[src/shared/phs_pkg.sv]
package phs_pkg;

	// ----------------------------------------
	// Storage layout
	// ----------------------------------------
	localparam int PHS_UNITS = 16;
	localparam int PHS_STORE_BYTES = 48;
	localparam int PHS_MEM_DEPTH = 64;
	localparam logic [5:0] PHS_ADDR_HOUSE = 6'h01;
	localparam logic [5:0] PHS_ADDR_UNIT = 6'h02;
	localparam logic [5:0] PHS_BASE_HOURS = 6'h10;
	localparam logic [5:0] PHS_BASE_ON_MIN = 6'h20;
	localparam logic [5:0] PHS_BASE_OFF_MIN = 6'h30;

	// Field positions inside the packed bytes
	localparam int PHS_ON_HOUR_LSB = 4;
	localparam int PHS_OFF_HOUR_LSB = 0;
	localparam int PHS_MIN_LSB = 0;
	localparam int PHS_PM_BIT = 7;
	localparam int PHS_LIGHT_BIT = 6;

	// ----------------------------------------
	// Register map of the plain port (own choice)
	// ----------------------------------------
	localparam logic [7:0] PHS_REG_MEM_BASE = 8'h00;
	localparam logic [7:0] PHS_REG_CTRL = 8'h40;
	localparam logic [7:0] PHS_REG_TIME = 8'h41;
	localparam logic [7:0] PHS_REG_TX_HOUSE = 8'h42;
	localparam logic [7:0] PHS_REG_TX_KEY = 8'h43;
	localparam logic [7:0] PHS_REG_STATUS = 8'h44;
	localparam logic [7:0] PHS_REG_RX = 8'h45;
	localparam logic [7:0] PHS_REG_IRQ_STAT = 8'h46;
	localparam logic [7:0] PHS_REG_IRQ_MASK = 8'h47;
	localparam logic [7:0] PHS_REG_PENDING = 8'h48;
	localparam logic [7:0] PHS_REG_BUTTONS = 8'h49;

	// Control register bits
	localparam int PHS_CTRL_INIT = 0;
	localparam int PHS_CTRL_SEND_ADDR = 1;
	localparam int PHS_CTRL_SEND_CMD = 2;
	localparam int PHS_CTRL_RUN = 3;

	// Interrupt bits
	localparam int PHS_IRQ_TX_DONE = 0;
	localparam int PHS_IRQ_RX_DONE = 1;
	localparam int PHS_IRQ_MATCH = 2;
	localparam int PHS_IRQ_MINUTE = 3;

	// ----------------------------------------
	// Timing
	// ----------------------------------------
	localparam int PHS_CLK_HZ = 25_000_000;
	localparam int PHS_TICK_MS = 25;
	localparam int PHS_TICK_CYCLES = PHS_CLK_HZ / 1000 * PHS_TICK_MS;
	localparam int PHS_TICKS_PER_SEC = 40;
	localparam logic [7:0] PHS_RESET_VALUE = 8'h00;

	// Function codes used for scheduled switching
	localparam logic [4:0] PHS_FUNC_ON = 5'h14;
	localparam logic [4:0] PHS_FUNC_OFF = 5'h1c;

	typedef enum {
		PHS_IDLE,
		PHS_SCAN_HOURS,
		PHS_SCAN_ON,
		PHS_SCAN_OFF,
		PHS_SCAN_NEXT,
		PHS_ISSUE_ADDR,
		PHS_ISSUE_CMD
	} phs_state_t;

endpackage

[src/hdl/phs_scheduler.sv]
// Summary of operation
// - Five button inputs are active low
// - Sixteen units held in 48 storage bytes
// - Hours packed 4-bit pairs, minutes 6-bit
// - On minute byte has PM and dusk
// - Off minute byte has PM and dawn
// - House address 0x001, unit address 0x002
// - Unit minus one indexes three tables
// - Minute increment raises comparison request
// - Pass compares time with every unit
// - Match sets pending, later sends command
// - Busy flag held during transmission
// - Address send carries house and unit
// - Command send carries house and function
// - Receive done set on complete message
// - Kind flag: address clear, command set
// - Read shows kind, low two house bits, unit/function
module phs_scheduler
	import phs_pkg::*;
(
	// Clock and reset
	input wire logic mclk_i,
	input wire logic rst_n_i,
	// Register port
	input wire logic [7:0] addr_i,
	input wire logic [7:0] wdata_i,
	input wire logic wr_i,
	input wire logic rd_i,
	output logic [7:0] rdata_o,
	// Buttons, active low
	input wire logic [4:0] button_n_i,
	// Carrier stage, transmit side
	output logic tx_start_o,
	output logic tx_is_command_o,
	output logic [3:0] tx_house_o,
	output logic [4:0] tx_key_o,
	input wire logic tx_end_i,
	// Carrier stage, receive side
	input wire logic rx_valid_i,
	input wire logic rx_is_command_i,
	input wire logic [3:0] rx_house_i,
	input wire logic [4:0] rx_key_i,
	// Status and interrupt
	output logic tx_busy_flag_o,
	output logic rx_done_flag_o,
	output logic irq_o
);
	import phs_pkg::*;

	// ----------------------------------------
	// Non-volatile image, one array
	// ----------------------------------------
	logic [7:0] store_mem [PHS_MEM_DEPTH]; // Hours, minutes, system bytes

	// All other state in one struct
	typedef struct packed {
		logic [7:0] rdata;
		logic initialised;
		logic run;
		logic [19:0] tick_cnt;
		logic [5:0] tick_in_sec;
		logic [5:0] sec;
		logic [5:0] minute;
		logic [3:0] hour;
		logic pm;
		logic compare_req;
		phs_state_t state;
		logic [3:0] unit_idx;
		logic [3:0] hours_byte;
		logic [15:0] pend_on;
		logic [15:0] pend_off;
		logic [3:0] tx_house_value;
		logic [4:0] tx_key_value;
		logic tx_start;
		logic tx_is_cmd;
		logic tx_busy_flag;
		logic rx_done_flag;
		logic rx_is_command_flag;
		logic [3:0] rx_house_value;
		logic [4:0] rx_key_value;
		logic [3:0] irq_stat;
		logic [3:0] irq_mask;
		logic irq;
		logic [4:0] pressed;
	} phs_regs_t;

	phs_regs_t cur_reg, cur_next;

	// Decodes a unit slot address; used by the scan only, the bus uses addr_i directly
	function automatic logic [5:0] phs_slot(input logic [5:0] base, input logic [3:0] idx);
		phs_slot = base + {2'h0, idx}; // Unit number minus one
	endfunction

	logic [7:0] mem_q;
	logic [5:0] mem_addr;
	logic mem_we;

	// ----------------------------------------
	// Storage port address select
	// ----------------------------------------
	always_comb begin
		mem_we = wr_i && (addr_i < 8'(PHS_MEM_DEPTH));
		// Scanner owns the read port in its three scan states
		case (cur_reg.state)
			PHS_SCAN_HOURS: mem_addr = phs_slot(PHS_BASE_HOURS, cur_reg.unit_idx);
			PHS_SCAN_ON: mem_addr = phs_slot(PHS_BASE_ON_MIN, cur_reg.unit_idx);
			PHS_SCAN_OFF: mem_addr = phs_slot(PHS_BASE_OFF_MIN, cur_reg.unit_idx);
			default: mem_addr = addr_i[5:0];
		endcase
	end

	// One read port; a bus read during a pass sees the scanned byte instead
	assign mem_q = store_mem[mem_addr];

	// Storage writes, no reset: contents are user data
	always_ff @(posedge mclk_i) begin
		if (mem_we) begin
			store_mem[addr_i[5:0]] <= wdata_i;
		end
	end

	// ----------------------------------------
	// Next-state logic
	// ----------------------------------------
	always_comb begin
		logic hit_on;
		logic hit_off;
		logic [3:0] ev;
		logic [7:0] rd_val;
		hit_on = 1'b0;
		hit_off = 1'b0;
		ev = 4'h0;
		rd_val = 8'h00;
		cur_next = cur_reg;
		cur_next.tx_start = 1'b0;
		// Sampled every cycle; debouncing is left to software
		cur_next.pressed = ~button_n_i; // Pressed reads as zero on the pin

		// Time of day, 25 ms tick, seconds, minutes, hours
		cur_next.compare_req = cur_reg.compare_req;
		if (cur_reg.run) begin
			if (cur_reg.tick_cnt == 20'(PHS_TICK_CYCLES - 1)) begin
				cur_next.tick_cnt = 20'h0;
				if (cur_reg.tick_in_sec == 6'(PHS_TICKS_PER_SEC - 1)) begin
					cur_next.tick_in_sec = 6'h0;
					if (cur_reg.sec == 6'd59) begin
						cur_next.sec = 6'h0;
						cur_next.compare_req = 1'b1; // Each minute step asks a pass
						ev[PHS_IRQ_MINUTE] = 1'b1;
						if (cur_reg.minute == 6'd59) begin
							cur_next.minute = 6'h0;
							if (cur_reg.hour == 4'd11) begin
								cur_next.pm = ~cur_reg.pm;
							end
							cur_next.hour = (cur_reg.hour == 4'd12) ? 4'd1 : cur_reg.hour + 4'd1;
						end else begin
							cur_next.minute = cur_reg.minute + 6'd1;
						end
					end else begin
						cur_next.sec = cur_reg.sec + 6'd1;
					end
				end else begin
					cur_next.tick_in_sec = cur_reg.tick_in_sec + 6'd1;
				end
			end else begin
				cur_next.tick_cnt = cur_reg.tick_cnt + 20'd1;
			end
		end

		// Schedule pass over all sixteen units
		case (cur_reg.state)
			PHS_IDLE: begin
				// A pass goes before sending, so all matches of a minute are found first
				if (cur_reg.compare_req) begin
					cur_next.compare_req = ev[PHS_IRQ_MINUTE]; // New minute keeps request
					cur_next.unit_idx = 4'h0;
					cur_next.state = PHS_SCAN_HOURS;
				end else if ((cur_reg.pend_on != 16'h0 || cur_reg.pend_off != 16'h0) &&
					cur_reg.initialised && !cur_reg.tx_busy_flag) begin
					cur_next.state = PHS_ISSUE_ADDR;
				end
			end
			PHS_SCAN_HOURS: begin
				cur_next.hours_byte = mem_q[PHS_ON_HOUR_LSB +: 4]; // On hour, high nibble of the packed hour pair
				cur_next.state = PHS_SCAN_ON;
			end
			PHS_SCAN_ON: begin
				// Minute, PM flag and dusk flag share one byte
				hit_on = cur_reg.hours_byte == cur_reg.hour &&
					mem_q[PHS_MIN_LSB +: 6] == cur_reg.minute &&
					mem_q[PHS_PM_BIT] == cur_reg.pm;
				if (hit_on) begin
					cur_next.pend_on[cur_reg.unit_idx] = 1'b1;
					ev[PHS_IRQ_MATCH] = 1'b1;
				end
				cur_next.state = PHS_SCAN_OFF;
			end
			PHS_SCAN_OFF: begin
				cur_next.state = PHS_SCAN_NEXT;
				// Off hour is the low nibble of the same hours byte
				cur_next.hours_byte = store_mem[phs_slot(PHS_BASE_HOURS,
					cur_reg.unit_idx)][PHS_OFF_HOUR_LSB +: 4];
				// Off byte carries PM and dawn flags
				hit_off = cur_next.hours_byte == cur_reg.hour &&
					mem_q[PHS_MIN_LSB +: 6] == cur_reg.minute &&
					mem_q[PHS_PM_BIT] == cur_reg.pm;
				if (hit_off) begin
					cur_next.pend_off[cur_reg.unit_idx] = 1'b1;
					ev[PHS_IRQ_MATCH] = 1'b1;
				end
			end
			PHS_SCAN_NEXT: begin
				cur_next.unit_idx = cur_reg.unit_idx + 4'd1;
				cur_next.state = (cur_reg.unit_idx == 4'd15) ? PHS_IDLE : PHS_SCAN_HOURS;
			end
			PHS_ISSUE_ADDR: begin
				if (cur_reg.tx_busy_flag) begin
					// A software send took the stage meanwhile; retry once it is free
					cur_next.state = PHS_IDLE;
				end else begin
					// Lowest pending unit first; address message then command
					cur_next.unit_idx = 4'h0;
					for (int i = PHS_UNITS - 1; i >= 0; i--) begin
						if (cur_reg.pend_on[i] || cur_reg.pend_off[i]) begin
							cur_next.unit_idx = 4'(i);
						end
					end
					cur_next.tx_house_value = store_mem[PHS_ADDR_HOUSE][3:0];
					cur_next.tx_key_value = {1'b0, cur_next.unit_idx};
					cur_next.tx_is_cmd = 1'b0;
					cur_next.tx_start = 1'b1;
					cur_next.tx_busy_flag = 1'b1;
					cur_next.state = PHS_ISSUE_CMD;
				end
			end
			PHS_ISSUE_CMD: begin
				// Command only once the address message has fully gone out
				if (!cur_reg.tx_busy_flag) begin
					cur_next.tx_key_value = cur_reg.pend_on[cur_reg.unit_idx] ?
						PHS_FUNC_ON : PHS_FUNC_OFF;
					cur_next.tx_is_cmd = 1'b1;
					cur_next.tx_start = 1'b1;
					cur_next.tx_busy_flag = 1'b1;
					cur_next.pend_on[cur_reg.unit_idx] = 1'b0;
					cur_next.pend_off[cur_reg.unit_idx] = 1'b0;
					cur_next.state = PHS_IDLE;
				end
			end
			default: cur_next.state = PHS_IDLE;
		endcase

		// Transmit end from the carrier stage, after repetition
		// An end pulse in the start cycle is ignored: that frame cannot be over yet
		if (tx_end_i && cur_reg.tx_busy_flag && !cur_reg.tx_start) begin
			cur_next.tx_busy_flag = 1'b0;
			ev[PHS_IRQ_TX_DONE] = 1'b1;
		end

		// Receive capture; a new message overwrites unread data
		// Kind flag is stored with the message it came with
		if (rx_valid_i) begin
			cur_next.rx_done_flag = 1'b1;
			cur_next.rx_is_command_flag = rx_is_command_i;
			cur_next.rx_house_value = rx_house_i;
			cur_next.rx_key_value = rx_key_i;
			ev[PHS_IRQ_RX_DONE] = 1'b1;
		end

		// Register writes
		if (wr_i) begin
			case (addr_i)
				PHS_REG_CTRL: begin
					if (wdata_i[PHS_CTRL_INIT]) begin
						cur_next.initialised = 1'b1;
					end
					cur_next.run = wdata_i[PHS_CTRL_RUN];
					// Software send is refused while busy or not initialised
					if ((wdata_i[PHS_CTRL_SEND_ADDR] || wdata_i[PHS_CTRL_SEND_CMD]) &&
						cur_reg.initialised && !cur_reg.tx_busy_flag &&
						cur_reg.state == PHS_IDLE) begin
						cur_next.tx_is_cmd = wdata_i[PHS_CTRL_SEND_CMD];
						cur_next.tx_start = 1'b1;
						cur_next.tx_busy_flag = 1'b1;
					end
				end
				PHS_REG_TIME: begin
					cur_next.hour = wdata_i[3:0];
					cur_next.pm = wdata_i[4];
				end
				PHS_REG_STATUS: begin
					// Setting the minute is a minute change, so a pass follows
					cur_next.minute = wdata_i[5:0];
					cur_next.sec = 6'h0;
					cur_next.tick_in_sec = 6'h0;
					cur_next.tick_cnt = 20'h0;
					cur_next.compare_req = 1'b1;
				end
				PHS_REG_TX_HOUSE: cur_next.tx_house_value = wdata_i[3:0];
				PHS_REG_TX_KEY: cur_next.tx_key_value = wdata_i[4:0];
				PHS_REG_IRQ_MASK: cur_next.irq_mask = wdata_i[3:0];
				default: begin
				end
			endcase
		end

		// Register reads, data one cycle later
		if (rd_i) begin
			if (addr_i < 8'(PHS_MEM_DEPTH)) begin
				rd_val = mem_q;
			end else begin
				case (addr_i)
					PHS_REG_CTRL: rd_val = {4'h0, cur_reg.run, 2'b00, cur_reg.initialised};
					PHS_REG_TIME: rd_val = {3'h0, cur_reg.pm, cur_reg.hour};
					PHS_REG_TX_HOUSE: rd_val = {4'h0, cur_reg.tx_house_value};
					PHS_REG_TX_KEY: rd_val = {3'h0, cur_reg.tx_key_value};
					PHS_REG_STATUS: rd_val = {2'h0, cur_reg.minute};
					PHS_REG_RX: begin
						// Kind flag, low two house bits, then unit or function code
						rd_val = {cur_reg.rx_is_command_flag, cur_reg.rx_house_value[1:0],
							cur_reg.rx_key_value};
						if (!rx_valid_i) begin
							cur_next.rx_done_flag = 1'b0;
						end
					end
					PHS_REG_IRQ_STAT: begin
						rd_val = {4'h0, cur_reg.irq_stat};
						cur_next.irq_stat = ev; // Clear on read, new events win
					end
					PHS_REG_IRQ_MASK: rd_val = {4'h0, cur_reg.irq_mask};
					PHS_REG_PENDING: rd_val = {cur_reg.tx_busy_flag, cur_reg.rx_done_flag,
						cur_reg.rx_house_value, cur_reg.pend_on[0], cur_reg.pend_off[0]};
					PHS_REG_BUTTONS: rd_val = {3'h0, cur_reg.pressed};
					default: rd_val = 8'h00;
				endcase
			end
		end
		cur_next.rdata = rd_val;

		// Sticky status, set wins over clear
		if (!(rd_i && addr_i == PHS_REG_IRQ_STAT)) begin
			cur_next.irq_stat = cur_reg.irq_stat | ev;
		end
		// Level interrupt from the updated status and mask, so it tracks them at once
		cur_next.irq = |(cur_next.irq_stat & cur_next.irq_mask);
	end

	// ----------------------------------------
	// State register
	// ----------------------------------------
	always_ff @(posedge mclk_i or negedge rst_n_i) begin
		if (!rst_n_i) begin
			// 12:00 AM with the clock stopped, nothing pending
			cur_reg <= '0;
			cur_reg.hour <= 4'd12;
			cur_reg.state <= PHS_IDLE;
		end else begin
			cur_reg <= cur_next;
		end
	end

	// Outputs straight from flip-flops
	assign rdata_o = cur_reg.rdata;
	assign tx_start_o = cur_reg.tx_start;
	assign tx_is_command_o = cur_reg.tx_is_cmd;
	assign tx_house_o = cur_reg.tx_house_value;
	assign tx_key_o = cur_reg.tx_key_value;
	assign tx_busy_flag_o = cur_reg.tx_busy_flag;
	assign rx_done_flag_o = cur_reg.rx_done_flag;
	assign irq_o = cur_reg.irq;

endmodule

[config.mk]
export PLATFORM = sky130hd
export DESIGN_NAME = phs_scheduler
export DESIGN_NICKNAME = d
export VERILOG_FILES = /design/src/shared/phs_pkg.sv /design/src/hdl/phs_scheduler.sv
export SDC_FILE = /design/constraint.sdc
export NUM_CORES = 1
export LEC_CHECK = 0
export BUFFER_PORTS_ARGS = -buffer_cell sky130_fd_sc_hd__buf_2
export CORE_ASPECT_RATIO = 0.75
export CORE_MARGIN = 4
export CORE_UTILIZATION = 55
export CTS_CLUSTER_DIAMETER = 50
export CTS_CLUSTER_SIZE = 20
export DETAILED_ROUTE_END_ITERATION = 6
export PLACE_DENSITY = 0.73
export SETUP_SLACK_MARGIN = 0.4
export SLEW_MARGIN = 5
export SYNTH_ARGS = -nofsm -noshare
export SYNTH_HDL_FRONTEND = slang
export SYNTH_SLANG_ARGS = --single-unit
export TNS_END_PERCENT = 50
[constraint.sdc]
create_clock -name mclk_i -period 7.4 [get_ports mclk_i]
set_input_delay 0.74 -clock mclk_i [delete_from_list [all_inputs] [get_ports mclk_i]]
set_output_delay 0.74 -clock mclk_i [all_outputs]
set_load 0.02 [all_outputs]
==> results.yml <==
run_status:
  outcome: "finished, final reports clean"
power:
  p_int_mw: 5.52
  seqPwrFrac: 0.567
  swShare: 0.234
  power_density_nw_per_um2: 214
  ir_worst_vdd_v: 0.000258
  p_switching_mw: 1.68
  p_comb_frac: 0.050
  pwr-share-clk: 0.382
  p_leak_nw: 11.5
clock_tree:
  h-tree-depth: 2
  clock_path_buffers: 3
  ctsResizeCount: 0
  cts_setup_buffers: 0
  cts_inserted_buffers: 47
  clkTransAtPathRegs_ps: 80
  cts_hold_buf: 0
  clk_latency_ps: 610
  cts_root_buffer: "clkbuf_16"
  tritoncts: "yes"
  cts.sinks: 646
synthesis:
  postSynthNetCount: 2492
  synth_edf_count: 512
  yosysUniqueCellTypes: 99
  yosysWarnings: 0
  synth-main-ff-cell: "edfxtp_1"
  ys_seq_area_frac: 0.599
  synth_async_sr_flop_share: 0.207
  syn-cell-area_sq_um: 31300
  ys_seq_elements: 646
  postSynthAreaPerCell_sq_um: 12.8
  synthCells: 2445
routing:
  drc: 0
  dr.pass1.iters: 7
  vias: 22479
  routed_wl_microns: 95100
  first_iter_violations: 3864
  detail-route-antenna-nets: 0
  routed_via_density: 7.01
  wl_per_cell_microns: 29.7
place:
  dpl_worst_slack_ps: 1970
  place_congestion: 1.03
  hpwlAfterDp_microns: 63200
  numPortBuffers: 58
die:
  die_area_sq_um: 60700
  die_x_microns: 283
  core_area_sq_um: 56100
  rows: 75
  initial_core_util: 0.557
  io_pins: 59
  die_height_microns: 214
final_layout:
  area_growth_pct: 7.61
  largest_reg_flops: 512
  final_common_cell: "edfxtp_1"
  final_nets: 2487
  drive_gt1_frac: 0.151
  fillCellCount: 4329
  layout_common_cells: "edfxtp_1 (512), nand2_1 (316), nor2_1 (193), mux2i_1 (143), dfrtp_1 (130)"
critical_path:
  r2r_slack_ps: 1740
  crit_required_ps: 7910
  reg2regPathDepth: 13
  critPathMaxFanout: 30
  rr_startpoint: "cur_reg[79]$_DFFE_PN0P_"
  worstSetupEndpointType: "flip-flop"
  worst_setup_path_start_kind: "flip-flop"
  critPathKind: "reg2reg"
  worstPathArrival_ps: 6170
hold_path:
  holdCritPathClass: "in2async"
sta:
  clock.fmax_ghz: 0.177
  finalClockSkew_ps: 24.2
  fin_crit_sh: 0.765
  finalSetupTns_ps: 0
  fin_crit_ps: 5660
  slew-limit-headroom: 0.0187
  finalSetupViolCount: 0
  rsz0062_at_grt: "false"
  setup_ws_ps: 1740
  tightest_slew_ps: 1470
  finalHoldViolCount: 0
  slew_viol_final: 0
global_routing:
  grt_max_degree: 72
  grt_pass1_vias: 21289
  antenna_found_initial: 3
  grt.total_usage: 0.306
  grt_pass1_wl_microns: 141000
  overflow: 0
job:
  max-cap-violations: 0
## worst max-delay path by stage
stage / from / endpoint / cells past startpoint
detailed placement: cur_reg[79]$_DFFE_PN0P_ / flip-flop / 13
global placement: addr_i[1] / flip-flop / 11
floorplan: addr_i[0] / store_mem[37][0]$_DFFE_PP_ / 10
finish: cur_reg[79]$_DFFE_PN0P_ / flip-flop / 13
global route: cur_reg[79]$_DFFE_PN0P_ / flip-flop / 12
CTS: cur_reg[79]$_DFFE_PN0P_ / flip-flop / 12
## layout make-up
type,count,area [sq um],area share
inverter,49,184,0.00547
antenna,2,5.00,0.000149
tap,731,915,0.0272
clock buffer,57,1300,0.0386
clock inverter,25,300,0.00893
sequential,646,18700,0.557
multi-input combinational,1583,11500,0.341
timing repair buffer,113,716,0.0213
## metrics by stage
step                      hold WS, ps  utilization  cells  power (mW)  area, sq um
final                             117        0.599   3206        7.20        33600
after global routing              157        0.599   3206        7.41        33600
after floorplan                   442            -   2445        4.35        31300
after CTS                         133        0.599   3204        7.20        33600
after detailed placement          499        0.571   3122        4.52        32000
after global placement            492        0.571   3122        4.49        32000
## power by group through the flow
stage / Sequential (mW) / Clock, mW / Combinational [mW]
floorplan: 4.13 / 0 / 0.219
global placement: 4.15 / 0 / 0.341
detailed placement: 4.16 / 0 / 0.357
CTS: 4.08 / 2.77 / 0.358
global route: 4.09 / 2.93 / 0.391
finish: 4.08 / 2.75 / 0.363
## Yosys cell counts, types with 18 or more instances
cell	instances	area [sq um]
a211oi_1	26	195
a21oi_1	74	370
a311oi_1	26	228
a31oi_1	41	257
and3_1	54	338
buf_2	45	225
buf_4	39	293
clkbuf_1	53	199
dfrtp_1	132	3300
edfxtp_1	512	15400
inv_1	47	176
mux2_2	36	405
mux2i_1	145	1450
mux4_2	93	2090
nand2_1	316	1190
nand3_1	100	500
nand4_1	34	213
nor2_1	193	724
nor2b_1	18	113
nor3_1	36	180
o21ai_0	66	330
xnor2_1	19	166
## per-layer routing
metal  vias up  track usage  part of all wire
met2      1798        0.431              0.42
met4         2        0.111             0.045
met1     11034        0.452              0.38
li1       9319            -                 -
met3       326       0.0936              0.15
met5         -            0           0.00014
## cell families (layout without fill, tap and decap cells)
kind of cell,after synthesis,count (layout),share of synthesized area
AND/OR/NAND/NOR,855,855,0.130
flip-flops,646,646,0.599
AO/OA/AOI/OAI,405,405,0.0931
multiplexers,277,277,0.128
buffers and inverters,216,244,0.0355
XOR/XNOR,36,36,0.0101
adder cells (fa/ha/maj),10,10,0.00400
other,0,2,0
## critical path, stage by stage, from the launching register on
cell and delay (ps):
dfrtp_1 990, o21bai_4 320, buf_4 370, mux2i_4 540
buf_4 390, nor2_1 110, buf_4 210, and2_1 150
a211oi_1 200, and4bb_1 420, nor3_1 150, nor4_4 840
nand4_4 480, o31ai_1 340
(Power assumes the default switching activity.)
